File: src/inc/slmc_pkg.sv
// Shared constants and types for the sleep and idle mode controller
package slmc_pkg;

    // Core clock rate
    localparam int CLK_MHZ = 125;

    // Delay timer width
    localparam int TMR_W = 12;

    // CPU ready delay after any wake, in ns
    localparam int CPU_READY_NS = 2000;
    localparam logic [TMR_W-1:0] CPU_READY_CYC = TMR_W'((CPU_READY_NS * CLK_MHZ + 999) / 1000);

    // Fast internal oscillator settle time, in ns
    localparam int FAST_SETTLE_NS = 1000;
    localparam logic [TMR_W-1:0] FAST_SETTLE_CYC =
        TMR_W'((FAST_SETTLE_NS * CLK_MHZ + 999) / 1000);

    // Clock switch: cycles of old source plus worst case of new source
    localparam int SW_W = 4;
    localparam logic [SW_W-1:0] SWITCH_OLD_CYC = 4'h2;
    localparam logic [SW_W-1:0] SWITCH_NEW_CYC = 4'h4;
    localparam logic [SW_W-1:0] SWITCH_CYC     = SWITCH_OLD_CYC + SWITCH_NEW_CYC;

    // Clock source select encodings
    localparam logic [1:0] SEL_PRI     = 2'h0;
    localparam logic [1:0] SEL_SEC     = 2'h1;
    localparam int         SEL_INT_BIT = 1;

    typedef enum logic [2:0] {
        MODE_RST_HOLD,
        MODE_RUN,
        MODE_SLEEP,
        MODE_IDLE,
        MODE_WAKE
    } slmc_mode_t;

    typedef enum logic [1:0] {
        SRC_NONE,
        SRC_PRI,
        SRC_SEC,
        SRC_INT
    } slmc_src_t;

    // Maps the source select bits to a clock source; low bit ignored for internal
    function automatic slmc_src_t slmc_sel_src(input logic [1:0] sel);
        slmc_src_t r;
        r = SRC_PRI;
        if (sel[SEL_INT_BIT]) begin
            r = SRC_INT;
        end else if (sel == SEL_SEC) begin
            r = SRC_SEC;
        end
        return r;
    endfunction : slmc_sel_src

endpackage : slmc_pkg

File: src/design/slmc_timer.sv
// Loadable down counter used for wake and settle delays
`timescale 1ns/100ps
`default_nettype none

module slmc_timer
    import slmc_pkg::*;
#(
    parameter int W = TMR_W
) (
    // Clock and reset
    input  wire logic         clk,
    input  wire logic         rst,
    // Control
    input  wire logic         start,
    input  wire logic [W-1:0] load,
    // Status
    output logic              done
);

    typedef struct packed {
        logic [W-1:0] cnt;
    } slmc_tmr_t;

    slmc_tmr_t s;
    slmc_tmr_t next_s;

    always_comb begin
        next_s = s;
        if (start) begin
            next_s.cnt = load;
        end else if (s.cnt != '0) begin
            next_s.cnt = s.cnt - W'(1);
        end
    end

    always_ff @(posedge clk or posedge rst) begin
        if (rst) begin
            s <= '0;
        end else begin
            s <= next_s;
        end
    end

    assign done = (s.cnt == '0);

endmodule : slmc_timer

`default_nettype wire

File: src/design/slmc_ctrl.sv
// Sleep and idle power mode controller: clock gating, status flags, wake sequencing
// Functional notes
// - Sleep entry stops oscillator, clears all flags
// - Slow and secondary oscillators keep running when needed
// - Sleep wake waits for selected source ready
// - Wake never alters idle or source select
// - Idle entry gates CPU; keeps peripherals, flags unless the source changes
// - Idle exits only by interrupt, watchdog, reset
// - Watchdog timeout in low power wakes device
// - Primary idle keeps primary clock and ready flag
// - Secondary idle clears primary ready, sets secondary
// - Secondary idle ignored when secondary osc disabled
// - Peripheral clocks withheld until secondary osc runs
// - Secondary idle wake resumes on secondary oscillator
// - Internal idle on select high bit, primary off
// - Fast internal output enabled, stable after settle
// - Fast output off, stable clear when unrequested
// - Internal idle wake resumes on internal mux
// - Interrupt wake branches only with global enable
// - Watchdog timeout while running causes reset
// - Watchdog cleared on sleep, clear, fail, write
// - Reset exit held until primary clock ready
// - Two-speed start runs internal until primary ready
// - CPU ready delay overlaps other start-up waits
// - Clock switch takes two old, four new cycles
`timescale 1ns/100ps
`default_nettype none

module slmc_ctrl
    import slmc_pkg::*;
(
    // Clock and reset
    input  wire logic       clk,
    input  wire logic       rst,
    // CPU requests and firmware bits
    input  wire logic       power_down_instr,
    input  wire logic       watchdog_clear_instr,
    input  wire logic       idle_select,
    input  wire logic [1:0] clock_source_select,
    input  wire logic       secondary_osc_enable,
    input  wire logic [2:0] internal_freq_select,
    input  wire logic       internal_freq_write,
    input  wire logic       low_freq_source_select,
    input  wire logic       global_irq_enable,
    input  wire logic       irq_wake_request,
    // Configuration
    input  wire logic       watchdog_enable,
    input  wire logic       fail_safe_enable,
    input  wire logic       two_speed_enable,
    input  wire logic       primary_is_internal,
    // Events from same-clock logic
    input  wire logic       watchdog_timeout,
    input  wire logic       clock_fail,
    // Oscillator pins
    input  wire logic       primary_osc_ready_pin,
    input  wire logic       secondary_osc_running_pin,
    // Clock gating and oscillator control
    output logic            cpu_clk_en,
    output logic            periph_clk_en,
    output logic [1:0]      clk_source,
    output logic            primary_osc_en,
    output logic            secondary_osc_run,
    output logic            slow_osc_en,
    output logic            fast_osc_en,
    output logic            cpu_reset_hold,
    // Status flags
    output logic            primary_clock_ready,
    output logic            internal_fast_osc_stable,
    output logic            secondary_clock_active,
    // Event pulses
    output logic            watchdog_clear,
    output logic            watchdog_reset,
    output logic            irq_vector_branch,
    output logic            wake_done
);

    typedef struct packed {
        slmc_mode_t st;
        slmc_src_t  src;
        logic       by_irq;
        logic       prim_pend;
        logic [SW_W-1:0] sw_cnt;
        logic [2:0] prim_s;
        logic       prim_ok;
        logic [2:0] sec_s;
        logic       sec_ok;
        logic       pri_rdy;
        logic       int_stb;
        logic       sec_act;
        logic       settling;
        logic       cpu_clk_en;
        logic       periph_clk_en;
        logic       primary_osc_en;
        logic       fast_osc_en;
        logic       wdt_clear;
        logic       wdt_reset;
        logic       irq_branch;
        logic       wake_done;
    } slmc_state_t;

    slmc_state_t s;
    slmc_state_t next_s;
    logic        ready_start;
    logic        ready_done;
    logic        settle_start;
    logic        settle_done;
    logic        fast_req;
    logic        int_active;
    logic        two_speed;
    logic        wake_evt;
    logic        src_ready;
    slmc_src_t   tgt;

    slmc_timer #(.W(TMR_W)) u_ready (
        .clk   (clk),
        .rst   (rst),
        .start (ready_start),
        .load  (CPU_READY_CYC),
        .done  (ready_done)
    );

    slmc_timer #(.W(TMR_W)) u_settle (
        .clk   (clk),
        .rst   (rst),
        .start (settle_start),
        .load  (FAST_SETTLE_CYC),
        .done  (settle_done)
    );

    always_comb begin
        next_s       = s;
        ready_start  = 1'b0;
        settle_start = 1'b0;
        next_s.wdt_clear  = 1'b0;
        next_s.wdt_reset  = 1'b0;
        next_s.irq_branch = 1'b0;
        next_s.wake_done  = 1'b0;
        // Select bits are only read here, never written
        tgt        = slmc_sel_src(clock_source_select);
        fast_req   = (internal_freq_select != 3'h0) | low_freq_source_select;
        two_speed  = two_speed_enable | fail_safe_enable;
        wake_evt   = irq_wake_request | watchdog_timeout;
        int_active = (s.src == SRC_INT) && (s.st != MODE_SLEEP) && (s.st != MODE_RST_HOLD);
        src_ready  = (s.src == SRC_INT) || (s.src == SRC_PRI && s.prim_ok) ||
                     (s.src == SRC_SEC && s.sec_ok);

        // Pin synchronisers: change accepted when stages two and three agree
        next_s.prim_s = {s.prim_s[1:0], primary_osc_ready_pin};
        next_s.sec_s  = {s.sec_s[1:0], secondary_osc_running_pin};
        if (s.prim_s[1] == s.prim_s[2]) begin
            next_s.prim_ok = s.prim_s[2];
        end
        if (s.sec_s[1] == s.sec_s[2]) begin
            next_s.sec_ok = s.sec_s[2];
        end

        // Watchdog clears outside the power-down path
        if (watchdog_clear_instr || (clock_fail && fail_safe_enable) ||
            (internal_freq_write && int_active)) begin
            next_s.wdt_clear = 1'b1;
        end

        case (s.st)
            MODE_RST_HOLD: begin
                next_s.cpu_clk_en     = 1'b0;
                next_s.periph_clk_en  = 1'b0;
                next_s.primary_osc_en = 1'b1;
                if (two_speed) begin
                    // Execute from the internal block while the primary starts
                    next_s.st            = MODE_RUN;
                    next_s.src           = SRC_INT;
                    next_s.prim_pend     = 1'b1;
                    next_s.cpu_clk_en    = 1'b1;
                    next_s.periph_clk_en = 1'b1;
                end else if (s.prim_ok) begin
                    next_s.st            = MODE_RUN;
                    next_s.src           = SRC_PRI;
                    next_s.pri_rdy       = 1'b1;
                    next_s.cpu_clk_en    = 1'b1;
                    next_s.periph_clk_en = 1'b1;
                end
            end
            MODE_RUN: begin
                next_s.cpu_clk_en    = 1'b1;
                next_s.periph_clk_en = 1'b1;
                // A power-down in the same cycle keeps the flags as they stand
                if (s.prim_pend && s.prim_ok && !power_down_instr) begin
                    next_s.src       = SRC_PRI;
                    next_s.prim_pend = 1'b0;
                    next_s.pri_rdy   = 1'b1;
                end
                if (watchdog_timeout) begin
                    next_s.wdt_reset = 1'b1;
                end
                if (power_down_instr && !idle_select) begin
                    // Sleep needs no clock switch
                    next_s.st             = MODE_SLEEP;
                    next_s.src            = SRC_NONE;
                    next_s.prim_pend      = 1'b0;
                    next_s.cpu_clk_en     = 1'b0;
                    next_s.periph_clk_en  = 1'b0;
                    next_s.primary_osc_en = 1'b0;
                    next_s.pri_rdy        = 1'b0;
                    next_s.sec_act        = 1'b0;
                    next_s.wdt_clear      = 1'b1;
                end else if (power_down_instr && !(tgt == SRC_SEC && !secondary_osc_enable)) begin
                    // Ignored when secondary idle is chosen but its oscillator is off
                    next_s.st         = MODE_IDLE;
                    next_s.cpu_clk_en = 1'b0;
                    next_s.wdt_clear  = 1'b1;
                    next_s.src        = tgt;
                    if (tgt != s.src) begin
                        next_s.sw_cnt        = SWITCH_CYC;
                        next_s.periph_clk_en = 1'b0;
                    end
                    if (tgt == SRC_PRI) begin
                        // Firmware has cleared the select bits before sleeping
                        next_s.primary_osc_en = 1'b1;
                    end else begin
                        next_s.prim_pend      = 1'b0;
                        next_s.primary_osc_en = 1'b0;
                        next_s.pri_rdy        = 1'b0;
                        next_s.sec_act        = (tgt == SRC_SEC);
                    end
                end
            end
            MODE_IDLE: begin
                next_s.cpu_clk_en = 1'b0;
                if (s.sw_cnt != '0) begin
                    next_s.sw_cnt = s.sw_cnt - SW_W'(1);
                end
                // Secondary source must actually oscillate before peripherals run
                next_s.periph_clk_en = (s.sw_cnt == '0) &&
                                       (s.src != SRC_SEC || s.sec_ok);
                if (wake_evt) begin
                    next_s.st     = MODE_WAKE;
                    next_s.by_irq = irq_wake_request;
                    ready_start   = 1'b1;
                end
            end
            MODE_SLEEP: begin
                next_s.cpu_clk_en    = 1'b0;
                next_s.periph_clk_en = 1'b0;
                if (wake_evt) begin
                    // Wake into the run mode given by the select bits
                    next_s.st     = MODE_WAKE;
                    next_s.by_irq = irq_wake_request;
                    next_s.src    = tgt;
                    ready_start   = 1'b1;
                    if (tgt == SRC_PRI) begin
                        next_s.primary_osc_en = 1'b1;
                        if (two_speed) begin
                            next_s.src       = SRC_INT;
                            next_s.prim_pend = 1'b1;
                        end
                    end
                end
            end
            MODE_WAKE: begin
                next_s.cpu_clk_en = 1'b0;
                // Ready delay runs alongside the wait for the source
                if (ready_done && src_ready) begin
                    next_s.st            = MODE_RUN;
                    next_s.cpu_clk_en    = 1'b1;
                    next_s.periph_clk_en = 1'b1;
                    next_s.wake_done     = 1'b1;
                    next_s.irq_branch    = s.by_irq && global_irq_enable;
                    if (s.src == SRC_PRI) begin
                        next_s.pri_rdy = 1'b1;
                    end
                    if (s.src == SRC_SEC) begin
                        next_s.sec_act = 1'b1;
                    end
                end
            end
            default: begin
                next_s.st = MODE_RST_HOLD;
            end
        endcase

        // Fast internal output follows the request while the internal block clocks;
        // sleep entry stops it so the stable flag clears with the others
        next_s.fast_osc_en = int_active && fast_req && (next_s.st != MODE_SLEEP);
        if (!next_s.fast_osc_en) begin
            next_s.int_stb  = 1'b0;
            next_s.settling = 1'b0;
        end else if (!s.fast_osc_en) begin
            settle_start    = 1'b1;
            next_s.settling = 1'b1;
        end else if (s.settling && settle_done) begin
            next_s.int_stb  = 1'b1;
            next_s.settling = 1'b0;
        end
    end

    always_ff @(posedge clk or posedge rst) begin
        if (rst) begin
            s                <= '0;
            s.st             <= MODE_RST_HOLD;
            s.primary_osc_en <= 1'b1;
        end else begin
            s <= next_s;
        end
    end

    assign cpu_clk_en             = s.cpu_clk_en;
    assign periph_clk_en          = s.periph_clk_en;
    assign clk_source             = s.src;
    assign primary_osc_en         = s.primary_osc_en;
    assign secondary_osc_run      = secondary_osc_enable;
    assign slow_osc_en            = watchdog_enable || fail_safe_enable ||
                                    s.src == SRC_INT;
    assign fast_osc_en            = s.fast_osc_en;
    assign cpu_reset_hold         = (s.st == MODE_RST_HOLD);
    // An internal primary reports stability instead of primary ready
    assign primary_clock_ready    = s.pri_rdy && !primary_is_internal;
    assign internal_fast_osc_stable          = s.int_stb || (s.pri_rdy && primary_is_internal);
    assign secondary_clock_active = s.sec_act;
    assign watchdog_clear         = s.wdt_clear;
    assign watchdog_reset         = s.wdt_reset;
    assign irq_vector_branch      = s.irq_branch;
    assign wake_done              = s.wake_done;

    localparam int WAKE_MAX = 260;

    chk_sleep_flags: assert property (@(posedge clk) disable iff (rst)
        (s.st == MODE_RUN && power_down_instr && !idle_select) |=>
        (!primary_clock_ready && !secondary_clock_active && !internal_fast_osc_stable && !primary_osc_en))
        else $error("sleep entry left a flag or oscillator on");
    chk_idle_cpu_off: assert property (@(posedge clk) disable iff (rst)
        (s.st == MODE_RUN && power_down_instr && idle_select && tgt == SRC_PRI) |=>
        (!cpu_clk_en && $stable(primary_clock_ready)))
        else $error("primary idle entry did not gate cpu or changed flag");
    chk_sec_ignore: assert property (@(posedge clk) disable iff (rst)
        (s.st == MODE_RUN && power_down_instr && idle_select && tgt == SRC_SEC &&
         !secondary_osc_enable) |=> (s.st == MODE_RUN && cpu_clk_en))
        else $error("secondary idle entered with oscillator disabled");
    chk_sec_hold: assert property (@(posedge clk) disable iff (rst)
        (s.st == MODE_IDLE && s.src == SRC_SEC && !s.sec_ok) |=> !periph_clk_en)
        else $error("peripheral clock before secondary oscillator runs");
    chk_run_wdt: assert property (@(posedge clk) disable iff (rst)
        (s.st == MODE_RUN && watchdog_timeout) |=> watchdog_reset)
        else $error("watchdog timeout in run gave no reset");
    chk_wdt_clear: assert property (@(posedge clk) disable iff (rst)
        (s.st == MODE_RUN && power_down_instr && !idle_select) |=> watchdog_clear)
        else $error("power down did not clear watchdog");
    chk_ready_delay: assert property (@(posedge clk) disable iff (rst)
        (s.st == MODE_IDLE && s.src == SRC_INT && wake_evt) |=>
        (!cpu_clk_en [*8] ##[1:WAKE_MAX] (s.st == MODE_RUN && cpu_clk_en && s.src == SRC_INT)))
        else $error("internal idle wake timing wrong");
    chk_branch: assert property (@(posedge clk) disable iff (rst)
        irq_vector_branch |-> ($past(global_irq_enable) && wake_done))
        else $error("vector branch without global enable");
    chk_fast_off: assert property (@(posedge clk) disable iff (rst)
        (s.st == MODE_IDLE && s.src == SRC_INT && !fast_req) |=>
        (!fast_osc_en && !internal_fast_osc_stable))
        else $error("fast output on without request");
    chk_sec_entry: assert property (@(posedge clk) disable iff (rst)
        (s.st == MODE_RUN && power_down_instr && idle_select && tgt == SRC_SEC &&
         secondary_osc_enable) |=> (secondary_clock_active && !s.pri_rdy && !primary_osc_en))
        else $error("secondary idle entry flags wrong");

endmodule : slmc_ctrl

`default_nettype wire

File: config.mk
export PLATFORM = sky130hd
export DESIGN_NAME = slmc_ctrl
export DESIGN_NICKNAME = d
export VERILOG_FILES = /design/src/inc/slmc_pkg.sv /design/src/design/slmc_timer.sv /design/src/design/slmc_ctrl.sv
export SDC_FILE = /design/constraint.sdc
export NUM_CORES = 1
export LEC_CHECK = 0
export BUFFER_PORTS_ARGS = -buffer_cell sky130_fd_sc_hd__buf_2
export CORE_ASPECT_RATIO = 2
export CORE_MARGIN = 10
export CORE_UTILIZATION = 52
export DETAILED_ROUTE_END_ITERATION = 12
export GPL_ROUTABILITY_DRIVEN = 0
export PLACE_DENSITY = 0.76
export RECOVER_POWER = 100
export SETUP_SLACK_MARGIN = 0.5
export SLEW_MARGIN = 20
export SYNTH_ARGS = -nofsm -noshare
export SYNTH_HDL_FRONTEND = slang
export SYNTH_SLANG_ARGS = --single-unit
File: constraint.sdc
create_clock -name clk -period 2.3 [get_ports clk]
set_input_delay 0.46 -clock clk [delete_from_list [all_inputs] [get_ports clk]]
set_output_delay 0.46 -clock clk [all_outputs]
set_load 0.01 [all_outputs]
* Word level (Yosys, flattened, before mapping)
Cells that the tools add are included.
** Operators by class
- $add $sub $neg :: 3
- Reductions and logical operators :: 59
- Multiplexer cells :: 74
- Bitwise gates (word level) :: 3
- Equality and inequality tests :: 35
** Operators with widths (count)
- $mux W12 :: 4
- $mux W1 :: 37
- $ne A2 B2 Y1 const B :: 13
- $mux W5 :: 5
- $logic_not A12 Y1 :: 2
- $reduce_bool A12 Y1 :: 2
- $sub A12 B1 Y12 const B :: 2
- $mux W2 :: 11
- $logic_and A1 B1 Y1 :: 19
- $pmux W3 S5 :: 1
- $reduce_and A5 Y1 :: 3
- $mux W3 :: 4
- $mux W4 :: 3
- $reduce_bool A3 Y1 :: 4
- $pmux W2 S5 :: 1
- $reduce_bool A2 Y1 :: 5
- $ne A3 B2 Y1 const B :: 3
- $pmux W1 S3 :: 3
- $logic_or A1 B1 Y1 :: 8
- $pmux W4 S2 :: 1
- $reduce_and A4 Y1 :: 2
- $mux W7 :: 1
- $eq A2 B1 Y1 const B :: 3
- $eq A2 B2 Y1 const B :: 3
- other kinds (21) :: 34
** Storage, ports and cells
- Output and inout bits :: 16
- Logic and storage cells :: 197
- Bits in registers :: 55

* Longest topological paths before layout
- Word-level depth :: 14
- Mapped depth :: 8
- Depth with buffers taken out :: 7

* Modules after synthesis
From an unflattened synthesis, not the netlist that was laid out.
** Unflattened totals
- Cell total of the unflattened synthesis :: 327
- Area total of the unflattened synthesis :: 3190.6 um^2
** By module, submodules not included
- slmc_ctrl :: times used 1, area each 1727.9 um^2, cells each 177
- slmc_timer (u_settle) :: times used 1, area each 744.5 um^2, cells each 76
- slmc_timer (u_ready) :: times used 1, area each 718.2 um^2, cells each 74

* Worst setup path after synthesis
OpenSTA, ideal clock, no wires.
- Kind :: register -> register
- From :: reg u_ready.s[0] (netlist name)
- To :: reg s (netlist bit periph_clk_en)
- Arrival :: 2067 ps
- Stages on the path, launching flop included :: 9
- Slack :: 146 ps
- Setup time :: 87 ps
- Required time :: 2213 ps
- Period minus slack after synthesis :: 2154 ps
- Path through :: dfrtp_1 > inv_1 > ha_1 > or4b_4 > or4b_4 > buf_6 > nor2_2 > a211oi_1 > a211oi_2
** Between the ends
- Word-level cells in the longest chain between the ends :: 4
** RTL lines
- start: declaration :: RTL line slmc_timer.sv:24 : slmc_tmr_t s;
- start signal: assignment :: RTL line slmc_timer.sv:40 : s <= next_s;
- $logic_not A12 Y1 :: RTL line slmc_timer.sv:44 : assign done = (s.cnt == '0);
- $logic_and A1 B1 Y1 :: RTL line slmc_ctrl.sv:262 : if (ready_done && src_ready) begin
- $ne A2 B2 Y1 (no source line)
- $reduce_and A2 Y1 (no source line)
- end signal: assignment :: RTL line slmc_ctrl.sv:302 : s <= next_s;
- end: declaration :: RTL line slmc_ctrl.sv:101 : slmc_state_t s;
No other way between the ends.
A chain may end at the register's enable or synchronous reset.

* Worst setup path in the final report
- From :: reg s (netlist bit clk_source[1])
- To :: reg s (netlist bit periph_clk_en)
** Between the ends
- Word-level cells in the longest chain between the ends :: 7
** RTL lines
- parallel branches: the longest is 7 deep, another holds $pmux W2 S5
Several ways; the timed one is not identified. The select of a mux whose other input is x is not followed.

==> impl_metrics.json <==
{
  "outcome": "finished with violations",
  "violations": "negative setup slack",
  "cts_root_buffer": "clkbuf_8",
  "max_freq_mhz": 431.0,
  "synth_cell_types": 62,
  "grt_pass1_wl_um": 11810,
  "slew_viol_final": 0,
  "cts_made_buffers": 5,
  "start_kind": "register",
  "antenna_found_initial": 0,
  "drt-initial-drc-count": 277,
  "drv_cap": 0,
  "ys_warn_count": 0,
  "fill_cells": 442,
  "drc": 0,
  "setup_ws_ps": -20.38,
  "crit_arrival_ps": 2520,
  "die-area_um2": 9091,
  "num_rows": 38,
  "postSynthAreaPerCell_um2": 9.529,
  "netlist_area_um2": 2878,
  "clkTransAtPathRegs_ps": 100,
  "fin_nets": 402,
  "critPathKind": "register to register",
  "syn_inst": 302,
  "irDropWorstVdd_uv": 743.8,
  "dieHeight_um": 125.2,
  "place.port_buffers": 38,
  "grt-ovfl-total": 0,
  "hold_viol": 0,
  "finalSetupViolations": 1,
  "finClkSkew_ps": 7.901,
  "synth_top_cell_area_share_pct": 46.96,
  "ys_seq_area_share_pct": 47.87,
  "yosysMostFrequentCell": "dfrtp_1",
  "utilization_pct": 65.86,
  "ant_nets": 0,
  "crit_path_end_kind": "register",
  "place_ws_ps": 59.48,
  "rsz0062_at_grt": "true",
  "cts_sinks": 55,
  "required_ps": 2500,
  "final_area_um2": 3570,
  "start_util_pct": 53.09,
  "avgRoutedWirePerCell_um": 17.93,
  "p_leak_nw": 1.514,
  "synth_edf_count": 0,
  "antennaDiodeCount": 0,
  "synth-seq-cells": 55,
  "viasPerCell": 6.097,
  "synth_nets": 330,
  "cts_tree": "built",
  "synth_top_area_cell": "dfrtp_1",
  "htreeDepth": 2,
  "drive_gt1_share_pct": 25.33,
  "min_period_ps": 2320,
  "powerDensity_nw_per_um2": 1130,
  "area_growth_pct": 24.04,
  "drt_wl_total_um": 7798,
  "synth.area.top_cells": "dfrtp_1, nor2_1, nand2_1",
  "yosys-top-cells-count": "dfrtp_1, nor2_1, nand2_1, a21oi_1, nor3_1",
  "core_area_um2": 5420,
  "ys.flop_type": "dfrtp_1",
  "track_usage_pct": 16.12,
  "io_pins": 39,
  "async_flop_share_pct": 100.0,
  "dr.pass1.iters": 4,
  "worstHoldPathType": "input port to register",
  "finalCritPeriodShare_pct": 100.9,
  "worstSkewPairLatency_ps": 310,
  "dp_hpwl_um": 5490,
  "worst_pin_slew_ps": 1205,
  "die_w_um": 72.61,
  "ctsLongestPathBuffers": 2,
  "num_vias": 2652,
  "critical_path.max_fanout": 8,
  "grt_pass1_vias": 2566,
  "place_area_um2": 3218,
  "max-slew-margin-rel_pct": 19.25,
  "grt_max_degree": 29
}
## report_power, final
part           internal (mW)  leakage, nW  switching [mW]
registers               1.26        0.649           0.274
logic                  0.816        0.813            1.04
clock network          0.326       0.0524           0.312
## logic make-up (layout without fill, tap and decap cells)
logic type,count (synthesis),in the layout,share of synthesized area [%]
fa+ha+maj,7,7,2.870
flops,55,55,47.87
simple gates,138,138,25.30
xor+xnor,10,10,3.044
buf+inv,20,93,3.261
compound gates,64,64,14.78
mux,8,8,2.870
## sequential cells by signal, indices dropped and copies added (netlist names)
register and flops:
s 16, next_s 4, watchdog_reset 1, clk_source 2
wake_done 1, cpu_clk_en 1, irq_vector_branch 1, watchdog_clear 1
u_ready.s 12, periph_clk_en 1, secondary_clock_active 1, primary_osc_en 1
u_settle.s 12, fast_osc_en 1
## area by class of cell
| cell class | instances | area (um2) | share of cell area [%] |
|---|---|---|---|
| Tap cell | 60 | 75.07 | 2.103 |
| Timing Repair Buffer | 73 | 427.9 | 11.99 |
| Clock buffer | 7 | 76.32 | 2.138 |
| Inverter | 12 | 46.29 | 1.297 |
| Clock inverter | 1 | 30.03 | 0.8412 |
| Multi-Input combinational cell | 227 | 1531 | 42.90 |
| Sequential cell | 55 | 1383 | 38.73 |
## through the flow
step	cells	TNS (ps)	hold WS, ps	total power [mW]
floorplan	302	0	331.2	2.560
global placement	404	0	332.4	3.053
detailed placement	404	0	338.7	3.101
CTS	426	0	224.9	3.951
global route	435	-83.85	247.4	4.286
finish	435	-20.38	251.3	4.032
## layout by cell type, fill, tap and decap left out, types with 3 or more instances in the layout
cell type	n
a211oi_1	4
a21o_1	3
a21oi_1	16
a31oi_1	3
and3_1	3
buf_2	23
buf_4	24
buf_6	4
clkbuf_1	22
clkbuf_8	5
dfrtp_1	50
dfrtp_2	4
ha_1	4
inv_1	8
inv_2	3
mux2i_1	6
nand2_1	27
nand2b_1	12
nand3_1	9
nor2_1	36
nor2_2	3
nor2b_1	4
nor3_1	11
nor3_2	3
nor4_1	3
o21ai_0	12
o21ai_1	3
or4b_4	3
xnor2_1	7
## path summary, 6_finish.rpt
check / startpoint / slack [ps] / cells after the start / endpoint
max: clk_source[1] / -20 / 6 / periph_clk_en
min in group asynchronous: rst / 380 / 2 / s[23]
max in group asynchronous: rst / 680 / 3 / u_ready.s[6]
max reg2reg: clk_source[1] / -20 / 6 / periph_clk_en
min: primary_osc_ready_pin / 250 / 1 / next_s[18]
min reg2reg: next_s[18] / 360 / 0 / next_s[19]
## critical path: stages (launching register included)
cell	delay, ps
dfrtp_1	510
nand2b_1	190
o311ai_1	130
or2_1	280
a2111oi_0	820
buf_4	240
a211oi_2	40
## layer usage
metal / global-route usage, % / up-vias / routed length, um
li1: - / 1230 / -
met1: 15.19 / 1294 / 2644
met2: 29.59 / 87 / 4308
met3: 2.692 / 41 / 319
met4: 10.90 / 0 / 526
met5: 0 / - / 0
## timing repair
action | 4_1_cts | 5_1_grt
setup buffers | 14 | 9
gates resized for setup | 18 | 21
setup endpoints to repair | 35 | 35
hold buffers | 0 | 0
pin swaps | 11 | 14
(Power assumes the default switching activity.)
